$ cat src/rtl/ccs_pkg.sv
// package: constants for the configuration check and start-up sequencer
`default_nettype none
package ccs_pkg;
   // register offsets (word addresses on the plain port)
   localparam logic [3:0] ADDR_CTRL = 4'h0;
   localparam logic [3:0] ADDR_PHASE = 4'h1;
   localparam logic [3:0] ADDR_STATUS = 4'h2;
   localparam logic [3:0] ADDR_CRC = 4'h3;
   localparam logic [3:0] ADDR_IDCODE = 4'h4;
   // control field positions
   localparam int CTRL_CRC_EN = 0;
   localparam int CTRL_ERRPIN_EN = 1;
   localparam int CTRL_ENCRYPT = 2;
   localparam int CTRL_MASTER = 3;
   localparam int CTRL_FLASH = 4;
   localparam int CTRL_ASYNC_RD = 5;
   localparam int CTRL_LOCK_WAIT = 6;
   localparam int CTRL_MATCH_WAIT = 7;
   localparam logic [7:0] CTRL_RESET = 8'h0B;
   // phase field positions, three bits each
   localparam int PH_LOCK = 0;
   localparam int PH_MATCH = 3;
   localparam int PH_GWE = 6;
   localparam int PH_GTS = 9;
   localparam int PH_DONE = 12;
   localparam logic [14:0] PHASE_RESET = {3'h4, 3'h5, 3'h6, 3'h1, 3'h1};
   localparam logic [2:0] PHASE_LAST = 3'h7;
   // status field positions
   localparam int ST_SYNC = 0;
   localparam int ST_ID_OK = 1;
   localparam int ST_CRC_ERR = 2;
   localparam int ST_ID_ERR = 3;
   localparam int ST_SEC_ERR = 4;
   localparam int ST_FALLBACK = 5;
   localparam int ST_DEAD = 6;
   localparam int ST_RELEASED = 7;
   localparam int ST_EOS = 8;
   localparam int ST_PHASE = 9;
   // stream commands on cmd_code
   localparam logic [2:0] CMD_SYNC = 3'h1;
   localparam logic [2:0] CMD_IDCHK = 3'h2;
   localparam logic [2:0] CMD_FRAME = 3'h3;
   localparam logic [2:0] CMD_CRCCHK = 3'h4;
   localparam logic [2:0] CMD_START = 3'h5;
   localparam logic [2:0] CMD_DESYNC = 3'h6;
   localparam logic [2:0] CMD_WRAP = 3'h7;
   // crc polynomial, reflected, and seed
   localparam logic [31:0] CRC_POLY = 32'h82F63B78;
   localparam logic [31:0] CRC_SEED = 32'h00000000;
   // identification fields: values arbitrary
   localparam logic [3:0] ID_VERSION = 4'h1;
   localparam logic [15:0] ID_DEVICE = 16'h1234;
   localparam logic [10:0] ID_COMPANY = 11'h055;
endpackage
`default_nettype wire

$ cat src/rtl/ccs_top.sv
// config check and start-up sequencer with plain register port
`default_nettype none
// ==========================================================
// Overview of operation
// - no frames loaded before identity check passes
// - identity failure starts fallback reconfiguration
// - id register: version, device, company, one
// - crc accumulates over every loaded word
// - 32-bit crc compared on check command
// - crc mismatch drives error pin, aborts
// - crc check, error pin separately disableable
// - encrypted stream skips crc, security error
// - master mode crc error tries fallback
// - flash fallback failure dead until program
// - lost sync ignores later commands until the next sync
// - master mode async flash address wrap triggers fallback
// - start command runs eight phase sequencer
// - events programmable into phases zero to seven
// - end of start-up always phase seven
// - defaults done four, tristate five, write six
// - stall on lock or match waits
// - stall after release until pin reads high
// - status shows own release of completion pin
// - tristate disables io, write enable state
// - write enable synchronous to config clock
// - error pin open drain active low
module ccs_top
(
   input wire logic ref_clk_in,
   input wire logic sys_rst_in,
   input wire logic cfg_clk_in,
   input wire logic cmd_valid_in,
   input wire logic [2:0] cmd_code_in,
   input wire logic [31:0] cmd_data_in,
   input wire logic auth_fail_in,
   input wire logic clock_gen_locked_in,
   input wire logic impedance_match_in,
   input wire logic done_pin_in,
   input wire logic program_pulse_in,
   input wire logic [3:0] reg_addr_in,
   input wire logic [31:0] reg_wdata_in,
   input wire logic reg_wr_in,
   input wire logic reg_rd_in,
   output logic [31:0] reg_rdata_out,
   output logic done_pin_out,
   output logic done_pin_oe_n_out,
   output logic error_pin_out,
   output logic error_pin_oe_n_out,
   output logic global_write_enable_out,
   output logic global_tristate_out,
   output logic end_of_startup_out,
   output logic fallback_out,
   output logic frame_we_out
);
   // ==========================================================
   // state
   // loader states kept local so the names need no package prefix
   typedef enum logic [2:0] {LD_IDLE, LD_SYNCED, LD_LOAD, LD_STARTUP, LD_DONE, LD_ABORT,
                             LD_DEAD} ccs_ld_t;
   typedef struct packed {
      logic [1:0] clk_sync;
      logic clk_prev;
      logic [1:0] val_sync;
      logic [1:0] auth_sync;
      logic [1:0] lock_sync;
      logic [1:0] match_sync;
      logic [1:0] done_sync;
      logic [1:0] prog_sync;
      logic [2:0] code_m;
      logic [31:0] data_m;
      logic [2:0] code;
      logic [31:0] data;
      ccs_ld_t ld;
      logic [2:0] phase;
      logic [31:0] crc;
      logic [7:0] ctrl;
      logic [14:0] phsel;
      logic id_ok;
      logic crc_err;
      logic id_err;
      logic sec_err;
      logic fb_tried;
      logic released;
      logic global_write_enable;
      logic global_tristate;
      logic end_of_startup;
      logic err_drive;
      logic fallback;
      logic frame_we;
      logic [31:0] rdata;
   } ccs_state_t;

   ccs_state_t st_r;
   ccs_state_t st_nxt;
   logic rise;

   // ==========================================================
   // functions
   function automatic logic [31:0] ccs_crc_step(input logic [31:0] c, input logic [31:0] d);
      logic [31:0] x;
      x = c ^ d;
      for (int i = 0; i < 32; i++)
      begin
         x = x[0] ? ((x >> 1) ^ ccs_pkg::CRC_POLY) : (x >> 1);
      end
      return x;
   endfunction

   function automatic logic [2:0] ccs_sel(input logic [14:0] p, input int pos);
      return p[pos +: 3];
   endfunction

   // ==========================================================
   // next state
   always_comb
   begin
      logic fail;
      logic adv;
      fail = 1'b0;
      adv = 1'b1;
      st_nxt = st_r;
      st_nxt.clk_sync = {st_r.clk_sync[0], cfg_clk_in};
      st_nxt.clk_prev = st_r.clk_sync[1];
      st_nxt.val_sync = {st_r.val_sync[0], cmd_valid_in};
      st_nxt.auth_sync = {st_r.auth_sync[0], auth_fail_in};
      st_nxt.lock_sync = {st_r.lock_sync[0], clock_gen_locked_in};
      st_nxt.match_sync = {st_r.match_sync[0], impedance_match_in};
      st_nxt.done_sync = {st_r.done_sync[0], done_pin_in};
      st_nxt.prog_sync = {st_r.prog_sync[0], program_pulse_in};
      // stream words pass two flops; the source holds them around the rise
      st_nxt.code_m = cmd_code_in;
      st_nxt.data_m = cmd_data_in;
      st_nxt.code = st_r.code_m;
      st_nxt.data = st_r.data_m;
      st_nxt.fallback = 1'b0;
      st_nxt.frame_we = 1'b0;
      if (rise && st_r.val_sync[1])
      begin
         unique case (st_r.ld)
            LD_IDLE:
            begin
               if (st_r.code == ccs_pkg::CMD_SYNC)
                  st_nxt.ld = LD_SYNCED;
            end
            LD_SYNCED, LD_LOAD:
            begin
               if (st_r.code == ccs_pkg::CMD_DESYNC)
                  st_nxt.ld = LD_IDLE;
               else if (st_r.code == ccs_pkg::CMD_IDCHK)
               begin
                  if (st_r.data == {ccs_pkg::ID_VERSION, ccs_pkg::ID_DEVICE,
                                    ccs_pkg::ID_COMPANY, 1'b1})
                  begin
                     st_nxt.id_ok = 1'b1;
                     st_nxt.ld = LD_LOAD;
                  end
                  else
                  begin
                     st_nxt.id_err = 1'b1;
                     fail = 1'b1;
                  end
               end
               else if (st_r.code == ccs_pkg::CMD_FRAME && st_r.id_ok)
               begin
                  st_nxt.crc = ccs_crc_step(st_r.crc, st_r.data);
                  st_nxt.frame_we = 1'b1;
               end
               else if (st_r.code == ccs_pkg::CMD_CRCCHK && st_r.id_ok)
               begin
                  if (st_r.ctrl[ccs_pkg::CTRL_ENCRYPT])
                  begin
                     if (st_r.auth_sync[1])
                     begin
                        st_nxt.sec_err = 1'b1;
                        fail = 1'b1;
                     end
                  end
                  else if (st_r.ctrl[ccs_pkg::CTRL_CRC_EN] && st_r.data != st_r.crc)
                  begin
                     st_nxt.crc_err = 1'b1;
                     fail = 1'b1;
                  end
               end
               else if (st_r.code == ccs_pkg::CMD_START && st_r.id_ok)
               begin
                  st_nxt.ld = LD_STARTUP;
                  st_nxt.phase = 3'h0;
               end
               else if (st_r.code == ccs_pkg::CMD_WRAP && st_r.ctrl[ccs_pkg::CTRL_FLASH]
                        && st_r.ctrl[ccs_pkg::CTRL_ASYNC_RD])
               begin
                  fail = 1'b1;
               end
            end
            default:
            begin
            end
         endcase
      end
      // desync leaves done low, error high
      if (fail)
      begin
         st_nxt.ld = LD_ABORT;
         st_nxt.err_drive = st_r.ctrl[ccs_pkg::CTRL_ERRPIN_EN] && !st_nxt.sec_err;
         st_nxt.crc = ccs_pkg::CRC_SEED;
         st_nxt.id_ok = 1'b0;
         if (st_r.ctrl[ccs_pkg::CTRL_MASTER] || st_nxt.id_err)
         begin
            if (st_r.fb_tried && st_r.ctrl[ccs_pkg::CTRL_FLASH])
               st_nxt.ld = LD_DEAD;
            else if (!st_r.fb_tried)
            begin
               st_nxt.fallback = 1'b1;
               st_nxt.fb_tried = 1'b1;
               st_nxt.ld = LD_IDLE;
            end
         end
      end
      // start-up sequencer
      if (st_r.ld == LD_STARTUP && rise)
      begin
         if (st_r.ctrl[ccs_pkg::CTRL_LOCK_WAIT] && !st_r.lock_sync[1]
             && st_r.phase == ccs_sel(st_r.phsel, ccs_pkg::PH_LOCK))
            adv = 1'b0;
         if (st_r.ctrl[ccs_pkg::CTRL_MATCH_WAIT] && !st_r.match_sync[1]
             && st_r.phase == ccs_sel(st_r.phsel, ccs_pkg::PH_MATCH))
            adv = 1'b0;
         // release phase holds until pin seen
         if (st_r.phase == ccs_sel(st_r.phsel, ccs_pkg::PH_DONE))
         begin
            st_nxt.released = 1'b1;
            if (!st_r.released)
               adv = 1'b0;
         end
         if (st_r.released && !st_r.done_sync[1])
            adv = 1'b0;
         if (adv && st_r.phase == ccs_sel(st_r.phsel, ccs_pkg::PH_GTS))
            st_nxt.global_tristate = 1'b0;
         if (adv && st_r.phase == ccs_sel(st_r.phsel, ccs_pkg::PH_GWE))
            st_nxt.global_write_enable = 1'b1;
         if (st_r.phase == ccs_pkg::PHASE_LAST)
         begin
            st_nxt.end_of_startup = 1'b1;
            st_nxt.ld = LD_DONE;
         end
         else if (adv)
            st_nxt.phase = st_r.phase + 3'h1;
      end
      // register writes
      if (reg_wr_in && reg_addr_in == ccs_pkg::ADDR_CTRL)
         st_nxt.ctrl = reg_wdata_in[7:0];
      if (reg_wr_in && reg_addr_in == ccs_pkg::ADDR_PHASE)
         st_nxt.phsel = reg_wdata_in[14:0];
      if (st_r.prog_sync[1])
      begin
         st_nxt.ld = LD_IDLE;
         st_nxt.id_ok = 1'b0;
         st_nxt.crc_err = 1'b0;
         st_nxt.id_err = 1'b0;
         st_nxt.sec_err = 1'b0;
         st_nxt.fb_tried = 1'b0;
         st_nxt.err_drive = 1'b0;
         st_nxt.released = 1'b0;
         st_nxt.global_write_enable = 1'b0;
         st_nxt.global_tristate = 1'b1;
         st_nxt.end_of_startup = 1'b0;
         st_nxt.crc = ccs_pkg::CRC_SEED;
      end
      st_nxt.rdata = 32'h00000000;
      if (reg_rd_in)
      begin
         unique case (reg_addr_in)
            ccs_pkg::ADDR_CTRL: st_nxt.rdata = {24'h000000, st_r.ctrl};
            ccs_pkg::ADDR_PHASE: st_nxt.rdata = {17'h00000, st_r.phsel};
            ccs_pkg::ADDR_STATUS:
            begin
               st_nxt.rdata[ccs_pkg::ST_SYNC] = st_r.ld != LD_IDLE;
               st_nxt.rdata[ccs_pkg::ST_ID_OK] = st_r.id_ok;
               st_nxt.rdata[ccs_pkg::ST_CRC_ERR] = st_r.crc_err;
               st_nxt.rdata[ccs_pkg::ST_ID_ERR] = st_r.id_err;
               st_nxt.rdata[ccs_pkg::ST_SEC_ERR] = st_r.sec_err;
               st_nxt.rdata[ccs_pkg::ST_FALLBACK] = st_r.fb_tried;
               st_nxt.rdata[ccs_pkg::ST_DEAD] = st_r.ld == LD_DEAD;
               st_nxt.rdata[ccs_pkg::ST_RELEASED] = st_r.released;
               st_nxt.rdata[ccs_pkg::ST_EOS] = st_r.end_of_startup;
               st_nxt.rdata[ccs_pkg::ST_PHASE +: 3] = st_r.phase;
            end
            ccs_pkg::ADDR_CRC: st_nxt.rdata = st_r.crc;
            ccs_pkg::ADDR_IDCODE: st_nxt.rdata = {ccs_pkg::ID_VERSION, ccs_pkg::ID_DEVICE,
                                                  ccs_pkg::ID_COMPANY, 1'b1};
            default: st_nxt.rdata = 32'h00000000;
         endcase
      end
   end

   assign rise = st_r.clk_sync[1] && !st_r.clk_prev;

   // ==========================================================
   // registers
   always_ff @(posedge ref_clk_in)
   begin
      if (sys_rst_in)
      begin
         st_r <= '0;
         st_r.ld <= LD_IDLE;
         st_r.ctrl <= ccs_pkg::CTRL_RESET;
         st_r.phsel <= ccs_pkg::PHASE_RESET;
         st_r.global_tristate <= 1'b1;
         st_r.crc <= ccs_pkg::CRC_SEED;
      end
      else
         st_r <= st_nxt;
   end

   // ==========================================================
   // outputs from flip-flops, error enable inverted; pin data tied low
   assign reg_rdata_out = st_r.rdata;
   assign done_pin_out = 1'b0;
   assign done_pin_oe_n_out = st_r.released;
   assign error_pin_out = 1'b0;
   assign error_pin_oe_n_out = !st_r.err_drive;
   assign global_write_enable_out = st_r.global_write_enable;
   assign global_tristate_out = st_r.global_tristate;
   assign end_of_startup_out = st_r.end_of_startup;
   assign fallback_out = st_r.fallback;
   assign frame_we_out = st_r.frame_we;
endmodule // ccs_top
`default_nettype wire

$ cat config.mk
export PLATFORM = sky130hd
export DESIGN_NAME = ccs_top
export DESIGN_NICKNAME = d
export VERILOG_FILES = /design/src/rtl/ccs_pkg.sv /design/src/rtl/ccs_top.sv
export SDC_FILE = /design/constraint.sdc
export NUM_CORES = 1
export LEC_CHECK = 0
export BUFFER_PORTS_ARGS = -buffer_cell sky130_fd_sc_hd__buf_4
export CAP_MARGIN = 20
export CORE_UTILIZATION = 30
export DETAILED_ROUTE_END_ITERATION = 8
export PLACE_DENSITY = 0.55
export SLEW_MARGIN = 25
export SYNTH_ARGS = -nofsm -noshare
export SYNTH_HDL_FRONTEND = slang
export SYNTH_SLANG_ARGS = --single-unit
$ cat constraint.sdc
create_clock -name ref_clk_in -period 6.16 [get_ports ref_clk_in]
set_input_delay 1.54 -clock ref_clk_in [delete_from_list [all_inputs] [get_ports ref_clk_in]]
set_output_delay 1.54 -clock ref_clk_in [all_outputs]
set_load 0.02 [all_outputs]
# Yosys cells after proc, flatten, opt, wreduce, memory -nomap -nowiden
# Index checks and enable logic that the tools add are counted.
[classes] addsub=1 bitwise_logic=43 muxes=85 n_reduce_logical=44 n_eq_ne=23
[ops] operator="32-bit 2-to-1 mux" n=33
[ops] operator="16-bit NOT with 17-bit output" n=32
[ops] operator="35-bit 2-to-1 mux" n=3
[ops] operator="12-bit one-hot mux with 5 select lines" n=1
[ops] operator="20-bit one-hot mux with 3 select lines" n=1
[ops] operator="38-bit 2-to-1 mux" n=1
[ops] operator="3-bit 2-to-1 mux" n=11
[ops] operator="32-bit by 29-bit == test with 1-bit output, second input constant" n=1
[ops] operator="32-bit inequality test" n=1
[ops] operator="32-bit bitwise XOR" n=1
[ops] operator="1-bit 2-to-1 mux" n=27
[ops] operator="6-bit 2-to-1 mux" n=4
[ops] operator="1-bit logical AND" n=20
[ops] operator="3-bit == test, second input constant" n=6
[ops] operator="3-bit == test" n=5
[ops] operator="3-bit by 2-bit == test with 1-bit output, second input constant" n=4
[ops] operator="1-bit NOT" n=10
[ops] operator="5-bit AND reduction" n=2
[ops] operator="4-bit by 2-bit == test with 1-bit output, second input constant" n=2
[ops] operator="2-bit AND reduction" n=4
[ops] operator="8-bit AND reduction" n=1
[ops] operator="3-bit by 1-bit == test with 1-bit output, second input constant" n=2
[ops] operator="1-bit zero test" n=6
[ops] operator="2-bit 2-to-1 mux" n=3
[ops] operator="13 further kinds" n=15
[totals] elab_cells=226 input_bits=82 output_inout_bits=41 regBits=190

# Logic depth before layout (Yosys ltp)
[logic_depth] ltp_word=73 depth_mapped=13

# Worst setup path after synthesis
# OpenSTA, ideal clock, no wires.
[synth_timing] path_kind="reg-to-reg" from="reg st_r[75] (netlist bit)" to="reg st_r[71] (netlist bit)" stages_incl_launch_ff=13 setup_slack_ns=1.068 required_ns=6.081 period_less_slack_ns=5.092 arrival_ns=5.012 path_buffers=0 cell_sequence="dfxtp_1 > xnor2_2 > xnor3_2 > xnor3_1 > xnor2_4 > xnor3_2 > xnor2_2 > xnor2_4 > xor3_2 > xnor2_4 > xor2_4 > xnor3_1 > a211oi_2"
[synth_via] elab_chain_len=52
[synth_rtl] item="start: declaration" line_no="ccs_top.sv:93" rtl="ccs_state_t st_r;"
[synth_rtl] item="start signal: assignment" line_no="ccs_top.sv:312" rtl="st_r <= st_nxt;"
[synth_rtl] item="32-bit bitwise XOR" line_no="ccs_top.sv:101" rtl="x = c ^ d;"
[synth_rtl] item="32-bit 2-to-1 mux" line_no="ccs_top.sv:104" rtl="x = x[0] ? ((x >> 1) ^ ccs_pkg::CRC_POLY) : (x >> 1);"
[synth_rtl] item="16-bit NOT with 17-bit output (no source line)"
[synth_rtl] item="32-bit 2-to-1 mux" line_no="ccs_top.sv:104"
[synth_rtl] item="16-bit NOT with 17-bit output (no source line)"
[synth_rtl] item="32-bit 2-to-1 mux" line_no="ccs_top.sv:104"
[synth_rtl] item="16-bit NOT with 17-bit output (no source line)"
[synth_rtl] item="32-bit 2-to-1 mux" line_no="ccs_top.sv:104"
[synth_rtl] item="[... 35 more ...]"
[synth_rtl] item="16-bit NOT with 17-bit output (no source line)"
[synth_rtl] item="32-bit 2-to-1 mux (2 in series)" line_no="ccs_top.sv:104"
[synth_rtl] item="16-bit NOT with 17-bit output (no source line)"
[synth_rtl] item="32-bit 2-to-1 mux" line_no="ccs_top.sv:104"
[synth_rtl] item="16-bit NOT with 17-bit output (no source line)"
[synth_rtl] item="32-bit 2-to-1 mux" line_no="ccs_top.sv:104"
[synth_rtl] item="16-bit NOT with 17-bit output (no source line)"
[synth_rtl] item="32-bit 2-to-1 mux" line_no="ccs_top.sv:104"
# Several ways; a longest one is shown, not always the timed one.
# A chain may end at the register's enable or synchronous reset.

# Worst setup path in the final report
# Same ends and word-level chain as after synthesis.

==> out/summary.txt <==
Syn Std Cell Area = 11210 µm²
Area Growth Syn to Fin = 15.11%
Layout Cells excl Fill = 1635
Final Wtd Congestion = 0.8859
Pre-antenna DRT Iters = 7
Post-route DRC = 0
Initial Util = 0.3054
Post-Syn Instances = 1086
CTS tree = yes
R2R setup slack = 0.36 ns
Max Buffers Root-to-Sink = 2
CP arrival = 6.16 ns
Vias after detailed routing = 7408
Primary FF master, synth = dfxtp_1
Ant diodes = 0
Tot GR Track Use = 0.1568
RSZ-0062 raised after global routing = false
Number of synthesized flops with an enable pin = 0
Clock sink count = 190
Row count = 70
Die X = 195.3 µm
Hold Buf Count CTS = 0
Worst hold stages = 1
Final setup vio count = 0
Leading area contributor after synthesis = dfxtp_1
Avg Cell Area, Syn = 10.32 µm²
Sequential area share after synthesis = 0.3394
Least-Margin Pin Slew = 0.9246 ns
Clock period minus worst slack = 5.795 ns
Fin Hold WS = 0.4387 ns
Worst min path class = register to register
Clock skew = 0.01014 ns
Dpl cell area = 12330 µm²
Storage cell area = 3804 µm²
IO buf count = 103
Status = complete, no violations
WL final = 29170 µm
Filler cells = 3672
# H-tree levels = 4
Share of cells above drive strength 1 = 0.1748
Slew Viols, Final = 0
Total CTS buffers = 17
Clock latency on the worst-skew pair = 0.44 ns
Min-delay src = st_nxt[137]
Dpl hpwl = 23780 µm
PostCTS Resize Cnt = 0
Full die area = 38130 µm²
Largest net degree at the start of global routing = 69
Async SR Flop Fraction = 0
Core box area = 36700 µm²
Routed Antenna Nets = 0
Startpoint Class = register
RR Endpoint = st_r[71]
Fin crit share = 0.9408
Initial antenna violation count = 0
Largest cells by area after synthesis = dfxtp_1 (34%), xnor2_1 (18%), xnor3_1 (10%)
Vias in the first global route = 7323
Footprint of the multi-input gates = 6958 µm²
First-iteration detailed-routing DRC count = 518
IO Count = 123
Top cells by count, synth = xnor2_1 (229), dfxtp_1 (190), nor2b_1 (89), nor2_1 (85), nand2_1 (62)
Yosys warns = 0
Crit end category = register
Data required time of the critical path = 6.52 ns
Netlist cell types = 57
Vias per cell = 4.531
WHS Endpoint = st_r[137]
Maxcap violations = 0
Routed length per placed instance = 17.84 µm
Fin. Hold Viols = 0
Worst stage delay on the critical path = 0.64 ns
Fmax achieved = 172.6 MHz
Layout Nets = 1238
Grt total ovfl = 0
First-pass GRT wire length = 44480 µm
Count leader, synth = xnor2_1
Setup TNS = 0 ns
Finished Cell Area = 12900 µm²
Flops & latches, synth = 190
CP Cell Sequence = xnor2_2 -> xnor3_2 -> xnor3_1 -> xnor2_4 -> xnor3_2 -> xnor2_4 -> xnor3_2 -> xnor2_4 -> xor3_2 -> xor2_4 -> xnor3_1 -> a211oi_2
Rel. slew slack = 0.3805
Worst setup path class = register to register
Worst-path clk slew = 0.07 ns
Synth top area share = 0.3394
Crit-path max FO = 9
DIE HEIGHT = 195.3 µm
Placed Cells = 1603
Worst r2r path cells = 12
Slowest cell on crit path = xnor3_2
Root Driver = clkbuf_16
Worst r2r src = st_r[75]
Post-CTS Setup Bufs = 0
[routing by layer]
| metal | track usage | up-vias | wire length [µm] |
|---|---|---|---|
| li1 | - | 3686 | - |
| met1 | 0.2252 | 3477 | 14170 |
| met2 | 0.2336 | 218 | 12570 |
| met3 | 0.03385 | 27 | 1919 |
| met4 | 0.04608 | 0 | 507 |
| met5 | 0 | - | 0 |
[area by class of cell]
class	count	share of cell area
clock buffers	17	0.03298
clock inverters	15	0.01115
inverters	8	0.002328
multi-input cells	810	0.5394
flip-flops and latches	190	0.2949
well taps	468	0.04539
repair buffers	127	0.07391
[flip-flops by register name (all words and copies together), names as in the netlist]
signal	cells
frame_we_out	1
done_pin_oe_n_out	1
st_nxt	43
global_tristate_out	1
st_r	109
global_write_enable_out	1
end_of_startup_out	1
reg_rdata_out	32
fallback_out	1
[cells by family after synthesis]
| family | share of synthesized area |
|---|---|
| xor+xnor | 0.3969 |
| simple gates | 0.1498 |
| flops | 0.3394 |
| compound gates | 0.05995 |
| buf+inv | 0.04086 |
| mux | 0.01049 |
| fa+ha+maj | 0.002233 |
| other cells | 0.0003346 |
[worst max-delay path, delay by kind of cell (launching register included)]
family,cells,cell delay (ns)
flip-flops,1,0.39
XOR/XNOR,11,5.11
AO/OA/AOI/OAI,1,0.22
[cell usage in the layout, fill, tap and decap left out, types with 9 or more instances in the layout]
master,instances
a211oi_1,24
a21oi_1,29
a22oi_1,9
and2_1,15
buf_4,127
clkbuf_16,17
dfxtp_1,190
nand2_1,62
nand3b_1,9
nand4_1,10
nor2_1,85
nor2b_1,89
nor3_1,12
o21ai_0,14
xnor2_1,229
xnor2_2,13
xnor3_1,52
xnor3_2,9
xor2_1,53
[worst max-delay path by stage]
stage,startpoint,to,slack [ns],cells past startpoint
floorplan,st_r[75],st_r[71],1.07,12
global placement,st_r[75],st_r[71],0.44,12
detailed placement,st_r[75],st_r[72],0.40,12
CTS,st_r[75],st_r[71],0.35,12
global route,st_r[70],st_r[71],0.12,12
finish,st_r[75],st_r[71],0.36,12
[metrics by stage]
stage / utilization / setup slack, ns
after floorplan: - / 1.068
after global placement: 0.3360 / 0.4379
after detailed placement: 0.3360 / 0.3985
after CTS: 0.3515 / 0.3523
after global routing: 0.3515 / 0.1199
final: 0.3515 / 0.3647
Power is not shown: default switching activity piles up to over one toggle a cycle in this logic, so the estimate is an artifact.
